$ cat src/hw/tpm_pkg.sv
// Purpose: Shared constants and types for the port data mux control.
// Assumes: One 100 MHz clock, synchronous active-high reset.
// Notes: Pin indices address the six-bit port pin vectors of the top module.
// Function
// - Swap top and bottom pair assignments when cable orientation is reversed.
// - Sideband crossbar swaps its two pins when orientation is reversed.
// - Root, endpoint and aux pairs selectable to top or bottom; aux also sideband.
// - Serial channel zero on top pins, one on bottom, two on sideband.
// - Firmware sets each external serial pin as input or output, and the routing.
// - After reset, until configured, transmit pin mirrors the buffered receive pin.
// - Serial path is buffered and its drivers can be released to high impedance.
// - Each port input has an enableable edge comparator that signals the core.
// - Software can disconnect comparators on pins carrying analog voltages.
// - Each of the six port pins has its own pull-up and pull-down selection.
// - Clamp is connected to a pin only while a second-stage path is closed.
// - Low-speed endpoint at 1.5 Mbps is routed and paced for EP0 enumeration.
// - Endpoint pull-up is disconnected while the endpoint transmits.
// - In receive, endpoint pull-up goes to the orientation-selected D- pin.
// - During contact detect, current on chosen D+ and pull-down on chosen D-.
// - Twelve firmware switches apply source, sink or read path to four D pins.
// - Detect voltage source and current sink only during charger detection.
package tpm_pkg;
   // Port pin indices.
   localparam int PIN_TOP_DP = 0;
   localparam int PIN_TOP_DM = 1;
   localparam int PIN_BOT_DP = 2;
   localparam int PIN_BOT_DM = 3;
   localparam int PIN_SB_ONE = 4;
   localparam int PIN_SB_TWO = 5;
   localparam int PORT_PINS = 6;
   localparam int DATA_PINS = 4;
   // Charger switch field positions inside the twelve-bit switch word.
   localparam int CHG_VSRC_LSB = 0;
   localparam int CHG_SINK_LSB = 4;
   localparam int CHG_ADC_LSB = 8;
   localparam int CHG_SWITCHES = 12;
   // Low-speed bit pacing.
   localparam longint CLK_HZ = 100_000_000;
   localparam longint LS_RATE_HZ = 1_500_000;
   localparam int LS_TICK_CYC = int'(CLK_HZ / LS_RATE_HZ);
   // Serial idle level.
   localparam logic SER_IDLE = 1'b1;

   // Source that a pair or the sideband pins may carry.
   typedef enum logic [2:0] {
      SRC_NONE = 3'b000,
      SRC_ROOT = 3'b001,
      SRC_LSEP = 3'b010,
      SRC_AUX  = 3'b011,
      SRC_UART = 3'b100
   } tpm_src_t;
endpackage

$ cat src/hw/tpm_edge_mon.sv
// Purpose: Synchronise one port input and report its stable level and edges.
// Assumes: Input comes from a pin outside the clock domain.
// Notes: A change counts once the second and third stages agree.
`timescale 1ns/10ps
module tpm_edge_mon import tpm_pkg::*; (
   input wire logic clk_i,
   input wire logic rst_i,
   input wire logic pin_i,
   input wire logic cmp_on_i,
   output logic level_o,
   output logic event_o
);
   typedef struct packed {
      logic s1;
      logic s2;
      logic s3;
      logic lvl;
      logic evt;
   } tpm_mon_st_t;

   tpm_mon_st_t st_ff;
   tpm_mon_st_t nxt_st;

   // Only s2 reads s1; the level moves when the two later stages agree.
   always_comb begin
      nxt_st = st_ff;
      nxt_st.s1 = pin_i;
      nxt_st.s2 = st_ff.s1;
      nxt_st.s3 = st_ff.s2;
      nxt_st.evt = 1'b0;
      if (st_ff.s2 == st_ff.s3 && st_ff.s3 != st_ff.lvl) begin
         nxt_st.lvl = st_ff.s3;
         nxt_st.evt = cmp_on_i;
      end
   end

   // Reset to a low level; a high pin yields one event after reset if enabled.
   always_ff @(posedge clk_i) begin
      if (rst_i) begin
         st_ff <= '0;
      end else begin
         st_ff <= nxt_st;
      end
   end

   assign level_o = st_ff.lvl;
   assign event_o = st_ff.evt;
endmodule

$ cat src/hw/tpm_port_mux.sv
// Purpose: Control of the connector-side port data multiplexer.
// Assumes: Orientation and phase inputs come from logic on the same clock.
// Notes: Analog paths leave as switch selections; only the serial path is digital.
`timescale 1ns/10ps
module tpm_port_mux import tpm_pkg::*; #(
   parameter int TICK_CYC = LS_TICK_CYC
) (
   input wire logic clk_i,
   input wire logic rst_i,
   input wire logic orient_flip_i,
   input tpm_src_t top_src_i,
   input tpm_src_t bottom_src_i,
   input tpm_src_t sbu_src_i,
   output tpm_src_t top_pair_src_o,
   output tpm_src_t bottom_pair_src_o,
   output tpm_src_t sbu_src_o,
   output logic sbu_swap_o,
   output logic select_conflict_o,
   input wire logic [PORT_PINS-1:0] port_pin_i,
   output logic [PORT_PINS-1:0] port_pin_o,
   output logic [PORT_PINS-1:0] port_pin_oe_o,
   input wire logic xbar_load_i,
   input wire logic xbar_rx_out_i,
   input wire logic xbar_tx_out_i,
   input wire logic [1:0] xbar_chan_i,
   input wire logic serial_hiz_i,
   output logic xbar_custom_o,
   input wire logic chain_rx_i,
   output logic chain_rx_o,
   output logic chain_rx_oe_o,
   input wire logic chain_tx_i,
   output logic chain_tx_o,
   output logic chain_tx_oe_o,
   input wire logic [PORT_PINS-1:0] cmp_en_i,
   input wire logic [PORT_PINS-1:0] analog_pin_i,
   output logic [PORT_PINS-1:0] port_event_o,
   input wire logic [PORT_PINS-1:0] pull_up_i,
   input wire logic [PORT_PINS-1:0] pull_dn_i,
   output logic [PORT_PINS-1:0] pull_up_o,
   output logic [PORT_PINS-1:0] pull_dn_o,
   output logic [PORT_PINS-1:0] clamp_en_o,
   input wire logic ep_tx_mode_i,
   output logic lowspeed_bit_tick_o,
   output logic [1:0] lowspeed_pullup_o,
   input wire logic contact_detect_i,
   output logic [1:0] contact_detect_current_o,
   output logic [1:0] contact_detect_pulldown_o,
   input wire logic charger_detect_i,
   input wire logic [CHG_SWITCHES-1:0] charger_sw_i,
   output logic [DATA_PINS-1:0] detect_voltage_source_o,
   output logic [DATA_PINS-1:0] detect_current_sink_o,
   output logic [DATA_PINS-1:0] adc_read_path_o
);
   typedef struct packed {
      logic custom;
      logic rx_out;
      logic tx_out;
      logic [1:0] chan;
      tpm_src_t top_src;
      tpm_src_t bot_src;
      tpm_src_t sbu_src;
      logic sbu_swap;
      logic conflict;
      logic [PORT_PINS-1:0] pin_o;
      logic [PORT_PINS-1:0] pin_oe;
      logic rx_o;
      logic rx_oe;
      logic tx_o;
      logic tx_oe;
      logic [PORT_PINS-1:0] pu;
      logic [PORT_PINS-1:0] pd;
      logic [PORT_PINS-1:0] clamp;
      logic [1:0] ls_pu;
      logic [1:0] dcd_cur;
      logic [1:0] dcd_pd;
      logic [DATA_PINS-1:0] vsrc;
      logic [DATA_PINS-1:0] sink;
      logic [DATA_PINS-1:0] adc;
   } tpm_top_st_t;

   tpm_top_st_t st_ff;
   tpm_top_st_t nxt_st;

   logic [PORT_PINS-1:0] pin_lvl;
   logic [PORT_PINS-1:0] cmp_on;
   logic rx_lvl;
   logic tx_lvl;
   logic ep_routed;

   // Comparators run only when enabled and the pin is not carrying an analog level.
   assign cmp_on = cmp_en_i & ~analog_pin_i;

   // One synchroniser and edge detector per port pin.
   for (genvar g = 0; g < PORT_PINS; g++) begin : g_mon
      tpm_edge_mon u_mon (
         .clk_i(clk_i),
         .rst_i(rst_i),
         .pin_i(port_pin_i[g]),
         .cmp_on_i(cmp_on[g]),
         .level_o(pin_lvl[g]),
         .event_o(port_event_o[g])
      );
   end

   // The chain pins are synchronised the same way; their edges are not reported.
   tpm_edge_mon u_rx_mon (
      .clk_i(clk_i),
      .rst_i(rst_i),
      .pin_i(chain_rx_i),
      .cmp_on_i(1'b0),
      .level_o(rx_lvl),
      .event_o()
   );

   tpm_edge_mon u_tx_mon (
      .clk_i(clk_i),
      .rst_i(rst_i),
      .pin_i(chain_tx_i),
      .cmp_on_i(1'b0),
      .level_o(tx_lvl),
      .event_o()
   );

   // Bit pacing for the endpoint engine, running only while it owns a pair.
   assign ep_routed = (st_ff.top_src == SRC_LSEP) || (st_ff.bot_src == SRC_LSEP);

   tpm_tick_div #(
      .DIV(TICK_CYC)
   ) u_ls_div (
      .clk_i(clk_i),
      .rst_i(rst_i),
      .run_i(ep_routed),
      .tick_o(lowspeed_bit_tick_o)
   );

   // Only root, endpoint, aux and serial are meaningful on a pair.
   function automatic tpm_src_t pair_legal(input tpm_src_t s);
      pair_legal = SRC_NONE;
      if (s == SRC_ROOT || s == SRC_LSEP || s == SRC_AUX || s == SRC_UART) begin
         pair_legal = s;
      end
   endfunction

   // Routing, crossbar and termination control.
   always_comb begin
      tpm_src_t top_ok;
      tpm_src_t bot_ok;
      tpm_src_t sbu_ok;
      logic conf;
      logic [2:0] ch_tx;
      logic [2:0] ch_rx;
      logic xin;
      logic xout;
      logic sb_tx_pin;
      nxt_st = st_ff;
      top_ok = pair_legal(top_src_i);
      bot_ok = pair_legal(bottom_src_i);
      sbu_ok = SRC_NONE;
      conf = 1'b0;
      ch_tx = {3{SER_IDLE}};
      ch_rx = {3{SER_IDLE}};
      xin = SER_IDLE;
      xout = SER_IDLE;
      sb_tx_pin = 1'b0;

      // A source other than serial may occupy one pair only; the top request wins a clash.
      if (bot_ok == top_ok && bot_ok != SRC_NONE && bot_ok != SRC_UART) begin
         bot_ok = SRC_NONE;
         conf = 1'b1;
      end
      if (sbu_src_i == SRC_AUX || sbu_src_i == SRC_UART) begin
         sbu_ok = sbu_src_i;
      end
      if (sbu_ok == SRC_AUX && (top_ok == SRC_AUX || bot_ok == SRC_AUX)) begin
         sbu_ok = SRC_NONE;
         conf = 1'b1;
      end
      if (sbu_src_i != SRC_NONE && sbu_ok == SRC_NONE && sbu_src_i != SRC_AUX) begin
         conf = 1'b1;
      end
      nxt_st.conflict = conf;

      // Selections are given for the upright cable; a flipped cable swaps them.
      nxt_st.top_src = orient_flip_i ? bot_ok : top_ok;
      nxt_st.bot_src = orient_flip_i ? top_ok : bot_ok;
      nxt_st.sbu_src = sbu_ok;
      nxt_st.sbu_swap = orient_flip_i;

      // Firmware loads the crossbar on each load strobe; only reset returns it to the bypass.
      if (xbar_load_i) begin
         nxt_st.custom = 1'b1;
         nxt_st.rx_out = xbar_rx_out_i;
         nxt_st.tx_out = xbar_tx_out_i;
         nxt_st.chan = xbar_chan_i;
      end

      // Channel receive data from the port; channel two's pin follows the sideband swap.
      ch_rx[0] = pin_lvl[PIN_TOP_DM];
      ch_rx[1] = pin_lvl[PIN_BOT_DM];
      ch_rx[2] = st_ff.sbu_swap ? pin_lvl[PIN_SB_ONE] : pin_lvl[PIN_SB_TWO];

      // The first pin configured as input feeds the chosen channel.
      if (!st_ff.rx_out) begin
         xin = rx_lvl;
      end else if (!st_ff.tx_out) begin
         xin = tx_lvl;
      end
      if (st_ff.chan < 2'd3) begin
         ch_tx[st_ff.chan] = xin;
         xout = ch_rx[st_ff.chan];
      end

      // External serial pins: bypass until configured, then per-pin direction.
      if (!st_ff.custom) begin
         nxt_st.rx_o = SER_IDLE;
         nxt_st.rx_oe = 1'b0;
         nxt_st.tx_o = rx_lvl;
         nxt_st.tx_oe = ~serial_hiz_i;
      end else begin
         nxt_st.rx_o = xout;
         nxt_st.rx_oe = st_ff.rx_out & ~serial_hiz_i;
         nxt_st.tx_o = xout;
         nxt_st.tx_oe = st_ff.tx_out & ~serial_hiz_i;
      end

      // Port pins are driven digitally only by the serial channels.
      nxt_st.pin_o = {PORT_PINS{SER_IDLE}};
      nxt_st.pin_oe = '0;
      if (st_ff.top_src == SRC_UART) begin
         nxt_st.pin_o[PIN_TOP_DP] = ch_tx[0];
         nxt_st.pin_oe[PIN_TOP_DP] = ~serial_hiz_i;
      end
      if (st_ff.bot_src == SRC_UART) begin
         nxt_st.pin_o[PIN_BOT_DP] = ch_tx[1];
         nxt_st.pin_oe[PIN_BOT_DP] = ~serial_hiz_i;
      end
      if (st_ff.sbu_src == SRC_UART) begin
         sb_tx_pin = st_ff.sbu_swap;
         if (sb_tx_pin) begin
            nxt_st.pin_o[PIN_SB_TWO] = ch_tx[2];
            nxt_st.pin_oe[PIN_SB_TWO] = ~serial_hiz_i;
         end else begin
            nxt_st.pin_o[PIN_SB_ONE] = ch_tx[2];
            nxt_st.pin_oe[PIN_SB_ONE] = ~serial_hiz_i;
         end
      end

      // Requesting both pulls on a pin would fight, so neither is applied then.
      nxt_st.pu = pull_up_i & ~pull_dn_i;
      nxt_st.pd = pull_dn_i & ~pull_up_i;

      // A clamp follows the closed second-stage path onto its pin.
      nxt_st.clamp = '0;
      nxt_st.clamp[PIN_TOP_DP] = (nxt_st.top_src != SRC_NONE);
      nxt_st.clamp[PIN_TOP_DM] = (nxt_st.top_src != SRC_NONE);
      nxt_st.clamp[PIN_BOT_DP] = (nxt_st.bot_src != SRC_NONE);
      nxt_st.clamp[PIN_BOT_DM] = (nxt_st.bot_src != SRC_NONE);
      nxt_st.clamp[PIN_SB_ONE] = (nxt_st.sbu_src != SRC_NONE);
      nxt_st.clamp[PIN_SB_TWO] = (nxt_st.sbu_src != SRC_NONE);

      // Endpoint pull-up: receive only, on the D- of the orientation pair.
      nxt_st.ls_pu = 2'b00;
      if (ep_routed && !ep_tx_mode_i) begin
         nxt_st.ls_pu = orient_flip_i ? 2'b10 : 2'b01;
      end

      // Contact detect elements live only for that phase.
      nxt_st.dcd_cur = 2'b00;
      nxt_st.dcd_pd = 2'b00;
      if (contact_detect_i) begin
         nxt_st.dcd_cur = orient_flip_i ? 2'b10 : 2'b01;
         nxt_st.dcd_pd = orient_flip_i ? 2'b10 : 2'b01;
      end

      // Twelve switches; source and sink are gated by the detection phase.
      nxt_st.vsrc = charger_detect_i ? charger_sw_i[CHG_VSRC_LSB +: DATA_PINS] : '0;
      nxt_st.sink = charger_detect_i ? charger_sw_i[CHG_SINK_LSB +: DATA_PINS] : '0;
      nxt_st.adc = charger_sw_i[CHG_ADC_LSB +: DATA_PINS];
   end

   // All control state resets to open switches and the serial bypass.
   always_ff @(posedge clk_i) begin
      if (rst_i) begin
         st_ff <= '0;
      end else begin
         st_ff <= nxt_st;
      end
   end

   assign top_pair_src_o = st_ff.top_src;
   assign bottom_pair_src_o = st_ff.bot_src;
   assign sbu_src_o = st_ff.sbu_src;
   assign sbu_swap_o = st_ff.sbu_swap;
   assign select_conflict_o = st_ff.conflict;
   assign port_pin_o = st_ff.pin_o;
   assign port_pin_oe_o = st_ff.pin_oe;
   assign xbar_custom_o = st_ff.custom;
   assign chain_rx_o = st_ff.rx_o;
   assign chain_rx_oe_o = st_ff.rx_oe;
   assign chain_tx_o = st_ff.tx_o;
   assign chain_tx_oe_o = st_ff.tx_oe;
   assign pull_up_o = st_ff.pu;
   assign pull_dn_o = st_ff.pd;
   assign clamp_en_o = st_ff.clamp;
   assign lowspeed_pullup_o = st_ff.ls_pu;
   assign contact_detect_current_o = st_ff.dcd_cur;
   assign contact_detect_pulldown_o = st_ff.dcd_pd;
   assign detect_voltage_source_o = st_ff.vsrc;
   assign detect_current_sink_o = st_ff.sink;
   assign adc_read_path_o = st_ff.adc;
endmodule

$ cat src/hw/tpm_tick_div.sv
// Purpose: Divide the core clock into a one-cycle enable pulse.
// Assumes: DIV of at least one.
// Notes: Counter restarts whenever the enable drops.
`timescale 1ns/10ps
module tpm_tick_div import tpm_pkg::*; #(
   parameter int DIV = LS_TICK_CYC
) (
   input wire logic clk_i,
   input wire logic rst_i,
   input wire logic run_i,
   output logic tick_o
);
   typedef struct packed {
      logic [15:0] cnt;
      logic tick;
   } tpm_div_st_t;

   localparam logic [15:0] LAST = 16'(DIV - 1);

   tpm_div_st_t st_ff;
   tpm_div_st_t nxt_st;

   // Count up to DIV-1 and pulse on the wrap.
   always_comb begin
      nxt_st = st_ff;
      nxt_st.tick = 1'b0;
      if (!run_i) begin
         nxt_st.cnt = 16'h0000;
      end else if (st_ff.cnt == LAST) begin
         nxt_st.cnt = 16'h0000;
         nxt_st.tick = 1'b1;
      end else begin
         nxt_st.cnt = st_ff.cnt + 16'h0001;
      end
   end

   // Register the divider state.
   always_ff @(posedge clk_i) begin
      if (rst_i) begin
         st_ff <= '0;
      end else begin
         st_ff <= nxt_st;
      end
   end

   assign tick_o = st_ff.tick;
endmodule

$ cat config.mk
export PLATFORM = sky130hd
export DESIGN_NAME = tpm_port_mux
export DESIGN_NICKNAME = d
export VERILOG_FILES = /design/src/hw/tpm_pkg.sv /design/src/hw/tpm_edge_mon.sv /design/src/hw/tpm_port_mux.sv /design/src/hw/tpm_tick_div.sv
export SDC_FILE = /design/constraint.sdc
export NUM_CORES = 1
export LEC_CHECK = 0
export ABC_AREA = 1
export BUFFER_PORTS_ARGS = -buffer_cell sky130_fd_sc_hd__buf_2
export CORE_MARGIN = 4
export CORE_UTILIZATION = 46
export DETAILED_ROUTE_END_ITERATION = 7
export PLACE_DENSITY = 0.75
export SYNTH_ARGS = -nofsm -noshare
export SYNTH_HDL_FRONTEND = slang
export SYNTH_SLANG_ARGS = --single-unit
$ cat constraint.sdc
create_clock -name clk_i -period 1.3 [get_ports clk_i]
set_input_delay 0.195 -clock clk_i [delete_from_list [all_inputs] [get_ports clk_i]]
set_output_delay 0.195 -clock clk_i [all_outputs]
set_load 0.005 [all_outputs]
==> flow_metrics.env, run 1 <==
export IMPL_numCtsBuffers=17
export IMPL_synthTopCellsByArea="dfxtp_1, buf_4, inv_1, nor2_1, nand2_1"
export IMPL_place_gp_congestion=0.808
export IMPL_grt_pass1_vias=3941
export IMPL_drt_iter0_markers=196
export IMPL_io_pins=136
export IMPL_rsz0062_at_grt="yes"
export IMPL_status="complete, but fails checks"
export IMPL_synth_distinct_cells=39
export IMPL_dr_total_vias=3980
export IMPL_root_buffer="clkbuf_8"
export IMPL_fp_dieW_microns=108
export IMPL_yosys_warnings=0
export IMPL_netlist_area_sq_mm=0.00456
export IMPL_period_share_pct=110
export IMPL_hold_violations=0
export IMPL_switching_share_pct=23.3
export IMPL_cp_end_kind="flop"
export IMPL_cp_num_buf_inv=2
export IMPL_r2r_start="u_ls_div.st_ff[2]$_SDFF_PP0_"
export IMPL_utilization_pct=67.3
export IMPL_areaGrowthSynthToFinish_pct=43.7
export IMPL_place_area_sq_mm=0.00520
export IMPL_place_ws_ns=-0.153
export IMPL_hold_class="in -> reg"
export IMPL_p_clk_share_pct=49.7
export IMPL_synth_flop_cell="dfxtp_1"
export IMPL_cap_violations=0
export IMPL_ir_drop_mv=0.909
export IMPL_drive_above_1_share_pct=35.2
export IMPL_path_clk_slew_ns=0.06
export IMPL_port_buffers=133
export IMPL_yosys_area_top_type="dfxtp_1"
export IMPL_die_y_microns=108
export IMPL_track_usage_pct=19.4
export IMPL_setup_viol=16
export IMPL_drt_first_pass_iters=4
export IMPL_p_leak_nw=3.22
export IMPL_ctsLongestPathBuffers=2
export IMPL_core_area_sq_mm=0.00973
export IMPL_ys_seq_elements=115
export IMPL_p_sw_mw=2.06
export IMPL_r2r_cells=9
export IMPL_p_total_mw=8.85
export IMPL_p_seq_share_pct=41.8
export IMPL_critPathLaunchType="flop"
export IMPL_final_cells=883
export IMPL_vias_per_cell=4.51
export IMPL_slowest_stage="dfxtp_4"
export IMPL_htree_levels=4
export IMPL_final_area_sq_mm=0.00655
export IMPL_power_density_mw_per_mm2=1350
export IMPL_synth_top_area_share_pct=50.5
export IMPL_post_dp_hpwl_microns=7320
export IMPL_endpoint="u_ls_div.st_ff[13]$_SDFF_PP0_"
export IMPL_combPwrFrac_pct=8.5
export IMPL_drc=0
export IMPL_start_util_pct=46.9
export IMPL_ys_async_sr_fraction_pct=0
export IMPL_wl_microns=11200
export IMPL_fin_crit_ns=1.43
export IMPL_slowest_delay_ns=0.37
export IMPL_antenna_found_initial=0
export IMPL_crit_start="u_ls_div.st_ff[2]$_SDFF_PP0_"
export IMPL_cts_sinks=115
export IMPL_grt_max_degree=43
export IMPL_cts_tree="built"
export IMPL_cp_cell_sequence="ha_4 > nand2_2 > nor3_4 > inv_2 > nor3_4 > nand3b_1 > xnor2_1 > nand2_1 > inv_1"
export IMPL_internal_power_mw=6.79
export IMPL_n_antenna_cell=0
export IMPL_yosysSeqAreaShare_pct=50.5
export IMPL_cp_top_family="simple AND/OR/NAND/NOR gates"
export IMPL_ant_nets=0
export IMPL_worst_path_most_repeated_cell="nor3_4"
export IMPL_yosysMostFrequentCell="dfxtp_1"
export IMPL_nets=804
export IMPL_grt_pass1_wl_microns=17700
export IMPL_setup_slack_ns=-0.132
export IMPL_synth_cells=556
export IMPL_skew_ns=0.0109
export IMPL_rows=36
export IMPL_synth_edf_count=0
export IMPL_slew_viol_final=0
export IMPL_syn_mean_instance_area_sq_um=8.20
export IMPL_critPathRequiredTime_ns=1.75
export IMPL_arrival_ns=1.88
export IMPL_dpl_cell_count=786
export IMPL_regToRegEndpoint="u_ls_div.st_ff[13]$_SDFF_PP0_"
export IMPL_dieArea_sq_mm=0.0116
export IMPL_wl_per_cell_microns=12.6
export IMPL_critical_path_class="reg -> reg"
export IMPL_violations="negative setup slack"
export IMPL_path_depth=9
export IMPL_fmax_mhz=698
export IMPL_cp_max_fo=3
export IMPL_synthTopCellsByCount="dfxtp_1, inv_1, nor2_1"
export IMPL_gr_total_overflow=0
export IMPL_r2r_slack_ns=-0.13
export IMPL_insertion_delay_ns=0.50
final cells by class:
cell class	count	area (sq um)
well taps	133	166
flip-flops and latches	115	2330
multi-input cells	277	1500
clock inverters	14	155
inverters	92	345
fillers	733	3180
repair buffers	234	1640
clock buffers	18	418
power by group through the flow:
stage	Combinational (mW)	Clock (mW)	Sequential [mW]
3_3_place_gp	0.568	0	3.77
5_1_grt	0.832	4.64	3.71
3_5_place_dp	0.583	0	3.77
2_1_floorplan	0.361	0	3.76
4_1_cts	0.720	4.48	3.70
6_report	0.752	4.40	3.70
registers in the layout (all words and copies together) (netlist names), 4 cells and up:
name	flops
pull_dn_o	6
g_mon.u_mon.event_o	6
detect_current_sink_o	4
detect_voltage_source_o	4
adc_read_path_o	4
port_pin_o	5
st_ff	4
g_mon.u_mon.st_ff	6
u_ls_div.st_ff	16
g_mon.u_mon.nxt_st	12
g_mon.u_mon.level_o	6
port_pin_oe_o	4
pull_up_o	6
tightest hold or removal path, stage by stage:
cell	delay, ns
buf_2	0.09
o21ai_0	0.08
a21oi_1	0.12
routing by layer:
layer | wire length, microns | vias to the layer above | global-route usage [%] | part of all wire [%]
met5 | 0 | - | 0 | 0
met4 | 196 | 0 | 7.66 | 1.8
met2 | 5890 | 134 | 35.2 | 53
li1 | - | 2011 | - | -
met1 | 4510 | 1819 | 21.5 | 40
met3 | 573 | 16 | 5.22 | 5.1
placed cells by master (no fill, tap or decap), types with 4 or more instances in the layout:
cell type      Yosys  routed
dfxtp_4            0       4
nor3b_1            4       4
inv_1             89      85
o21ai_0           13      11
dlygate4sd3_1      0      60
nor2_2             3       4
nand2_1           60      58
clkbuf_16          0      16
buf_6              0      10
nor2_1            87      85
clkinv_4           0       5
dfxtp_2            0       9
buf_2              2     130
inv_2              3       7
nand3_1           16      14
nand2_2            8       9
nor3_1            15      15
a21oi_1           29      29
buf_4             63      32
nor4_1             7       5
dfxtp_1          115     102
metrics by stage:
step,TNS (ns),hold WS [ns]
final,-1.30,0.0322
after global routing,-3.01,0.0393
after CTS,-1.56,0.00153
after detailed placement,-2.34,0.364
after global placement,-0.928,0.361
after floorplan,-0.345,0.267
kinds of logic after synthesis:
family                   synth area share [%]
flip-flops                               50.5
other                                  0.0822
AO/OA/AOI/OAI                            6.78
XOR/XNOR                                0.769
buffers and inverters                    18.8
AND/OR/NAND/NOR                          22.5
adder cells (fa/ha/maj)                 0.549
how the worst min path moves through the flow:
stage / from / endpoint / slack, ns / cells after the start
after CTS: xbar_chan_i[0] / st_ff[63]$_SDFFE_PP0P_ / 0.002 / 3
after floorplan: orient_flip_i / lowspeed_pullup_o[0]$_SDFF_PP0_ / 0.27 / 1
final: xbar_chan_i[0] / st_ff[63]$_SDFFE_PP0P_ / 0.03 / 3
after global placement: analog_pin_i[5] / g_mon[5].u_mon.event_o$_SDFF_PP0_ / 0.36 / 2
after global routing: xbar_chan_i[0] / st_ff[63]$_SDFFE_PP0P_ / 0.04 / 3
after detailed placement: analog_pin_i[5] / g_mon[5].u_mon.event_o$_SDFF_PP0_ / 0.36 / 2
repair_timing:
action / in CTS / in global routing
hold buffers: 60 / 0
endpoints found under the hold margin: 47 / 0
setup endpoints to repair: 19 / 27
resized for setup: 11 / 34
buffers inserted: 1 / 6
pin swaps: 1 / 9
Note: power is estimated with default switching activity, not from simulation.
==> run 2, diff against run 1 <==
--- a/config.mk
+++ b/config.mk
@@ -5,12 +5,13 @@
 export SDC_FILE = /design/constraint.sdc
 export NUM_CORES = 1
 export LEC_CHECK = 0
-export ABC_AREA = 1
 export BUFFER_PORTS_ARGS = -buffer_cell sky130_fd_sc_hd__buf_2
 export CORE_MARGIN = 4
 export CORE_UTILIZATION = 46
 export DETAILED_ROUTE_END_ITERATION = 7
-export PLACE_DENSITY = 0.75
+export PLACE_DENSITY = 0.76
+export SETUP_SLACK_MARGIN = 0.1
+export SLEW_MARGIN = 20
 export SYNTH_ARGS = -nofsm -noshare
 export SYNTH_HDL_FRONTEND = slang
 export SYNTH_SLANG_ARGS = --single-unit
==> run 2 against run 1 <==
  * Via count down 12%
  * Maximum frequency up 7.5%
  * The run still ends with negative setup slack left
  * Synthesized cell count down 20%
  * Area after synthesis shrank 3.7%
  * Utilization barely moved
  * Total power decreased by 1.6%
  * Critical endpoint is now u_ls_div.st_ff[14]$_SDFF_PP0_
  * Register-to-register slack gained 0.10 ns
  * Critical path type unchanged
  * Clock power is 2% lower
  * Flip-flop and latch count stayed put
==> flow_metrics.env, run 2 <==
export IMPL_antenna_found_initial=0
export IMPL_grt_max_degree=37
export IMPL_yosys_area_top_type="dfxtp_1"
export IMPL_period_share_pct=102
export IMPL_critPathLaunchType="flop"
export IMPL_mostFrequentLayoutCells="buf_2, dfxtp_1, dlygate4sd3_1, nor2_1, nor2b_1"
export IMPL_gr_total_overflow=0
export IMPL_p_sw_mw=1.90
export IMPL_hold_depth=3
export IMPL_power_density_mw_per_mm2=1390
export IMPL_place_ws_ns=-0.0826
export IMPL_grt_pass1_vias=3638
export IMPL_port_buffers=133
export IMPL_rows=35
export IMPL_skew_ns=0.00763
export IMPL_critical_path_class="reg -> reg"
export IMPL_insertion_delay_ns=0.48
export IMPL_p_seq_share_pct=42.5
export IMPL_drt_iter0_markers=144
export IMPL_fmax_mhz=751
export IMPL_p_clk_share_pct=49.6
export IMPL_rsz0062_at_grt="yes"
export IMPL_synth_edf_count=0
export IMPL_synth_cells=444
export IMPL_wl_per_cell_microns=13.9
export IMPL_fin_hold_ws_ns=0.0439
export IMPL_ant_nets=0
export IMPL_setup_viol=16
export IMPL_switching_share_pct=21.8
export IMPL_die_y_microns=106
export IMPL_path_clk_slew_ns=0.05
export IMPL_ys_seq_elements=115
export IMPL_cts_sinks=115
export IMPL_layout_commonest_cell="buf_2"
export IMPL_yosysSeqAreaShare_pct=52.5
export IMPL_io_pins=136
export IMPL_drt_first_pass_iters=5
export IMPL_synth_distinct_cells=46
export IMPL_dpl_cell_count=650
export IMPL_numCtsBuffers=17
export IMPL_cp_end_kind="flop"
export IMPL_cp_max_fo=8
export IMPL_track_usage_pct=19.1
export IMPL_combPwrFrac_pct=7.9
export IMPL_largest_reg_flops=16
export IMPL_n_antenna_cell=0
export IMPL_critPathRequiredTime_ns=1.67
export IMPL_synthTopCellsByCount="dfxtp_1, buf_4, nor2_1"
export IMPL_internal_power_mw=6.81
export IMPL_setup_slack_ns=-0.0320
export IMPL_post_dp_hpwl_microns=6650
export IMPL_cts_tree="built"
export IMPL_hold_class="in -> reg"
export IMPL_r2r_cells=5
export IMPL_ir_drop_mv=1.11
export IMPL_hold_violations=0
export IMPL_netlist_area_sq_mm=0.00439
export IMPL_p_leak_nw=2.76
export IMPL_place_gp_congestion=0.870
export IMPL_ctsLongestPathBuffers=2
export IMPL_yosysMostFrequentCell="dfxtp_1"
export IMPL_htree_levels=4
export IMPL_dieArea_sq_mm=0.0112
export IMPL_fp_dieW_microns=106
export IMPL_drc=0
export IMPL_yosys_warnings=0
export IMPL_cap_violations=0
export IMPL_fin_crit_ns=1.33
export IMPL_root_buffer="clkbuf_8"
export IMPL_areaGrowthSynthToFinish_pct=42.5
export IMPL_core_area_sq_mm=0.00928
export IMPL_syn_mean_instance_area_sq_um=9.89
export IMPL_fillers=702
export IMPL_violations="negative setup slack"
export IMPL_vias_per_cell=4.69
export IMPL_status="complete, but fails checks"
export IMPL_final_cells=750
export IMPL_grt_pass1_wl_microns=17200
export IMPL_slew_viol_final=0
export IMPL_drive_above_1_share_pct=39.5
export IMPL_synthTopCellsByArea="dfxtp_1, buf_4, nor2b_1, nor2_1, nor3b_1"
export IMPL_ys_async_sr_fraction_pct=0
export IMPL_dr_total_vias=3520
export IMPL_regMostFlops="u_ls_div.st_ff"
export IMPL_utilization_pct=67.4
export IMPL_arrival_ns=1.71
export IMPL_wl_microns=10400
export IMPL_start_util_pct=47.3
export IMPL_nets=676
export IMPL_synth_top_area_share_pct=52.5
export IMPL_synth_flop_cell="dfxtp_1"
run 2: worst paths after layout:
kind / startpoint / to / slack [ns]
worst max-delay path: u_ls_div.st_ff[4]$_SDFF_PP0_ / u_ls_div.st_ff[14]$_SDFF_PP0_ / -0.03
worst min-delay path: xbar_load_i / xbar_custom_o$_SDFFE_PP0P_ / 0.04
worst max register to register: u_ls_div.st_ff[4]$_SDFF_PP0_ / u_ls_div.st_ff[14]$_SDFF_PP0_ / -0.03
worst min register to register: g_mon[2].u_mon.nxt_st[3]$_SDFF_PP0_ / g_mon[2].u_mon.nxt_st[2]$_SDFF_PP0_ / 0.43
run 2: power groups by stage:
stage          registers, mW  logic [mW]  clock network [mW]
2_1_floorplan           3.76       0.329                   0
3_3_place_gp            3.77       0.492                   0
3_5_place_dp            3.77       0.503                   0
4_1_cts                 3.70       0.662                4.39
5_1_grt                 3.71       0.754                4.60
6_report                3.70       0.689                4.32
run 2: cell families after synthesis:
family,count (synthesis),synth area share (%)
multiplexers,12,2.79
other,1,0.0854
buffers and inverters,83,13.0
XOR/XNOR,17,3.39
adder cells (fa/ha/maj),2,0.570
AND/OR/NAND/NOR,172,22.1
flip-flops,115,52.5
AO/OA/AOI/OAI,42,5.67
run 2: worst max-delay path, cell delays in order, from the launching register on:
cell      delay [ns]
dfxtp_2         0.35
nor4_4          0.31
nand4_1         0.17
nand2b_1        0.17
buf_6           0.17
nor2_1          0.05
run 2: metal layers:
layer	share of wire [%]	vias up	GRT usage, %
met3	5.8	8	4.90
met4	1.2	0	6.29
met2	52	133	34.4
met5	0	-	0
met1	41	1630	21.8
li1	-	1749	-
run 2: area by class of cell:
class | instances | area, sq um | area share, %
clock inverters | 13 | 134 | 2.14
flip-flops and latches | 115 | 2340 | 37.4
well taps | 129 | 161 | 2.58
multi-input cells | 247 | 1640 | 26.3
clock buffers | 18 | 428 | 6.84
inverters | 4 | 15.0 | 0.240
repair buffers | 224 | 1530 | 24.5
run 2: what timing repair did:
| item | 4_1_cts | 5_1_grt |
|---|---|---|
| endpoints found under the setup margin | 22 | 33 |
| buffers inserted | 3 | 5 |
| hold buffers | 62 | 0 |
| endpoints found under the hold margin | 51 | 0 |
| pin swaps | 9 | 5 |
| gates resized for setup | 28 | 24 |
run 2: per-stage QoR:
stage | cell area, sq um | TNS, ns | total power [mW]
6_report | 6250 | -0.295 | 8.71
5_1_grt | 6250 | -2.02 | 9.06
3_3_place_gp | 4850 | 0 | 4.26
4_1_cts | 6150 | 0 | 8.75
2_1_floorplan | 4420 | -0.0404 | 4.09
3_5_place_dp | 4850 | -1.20 | 4.28
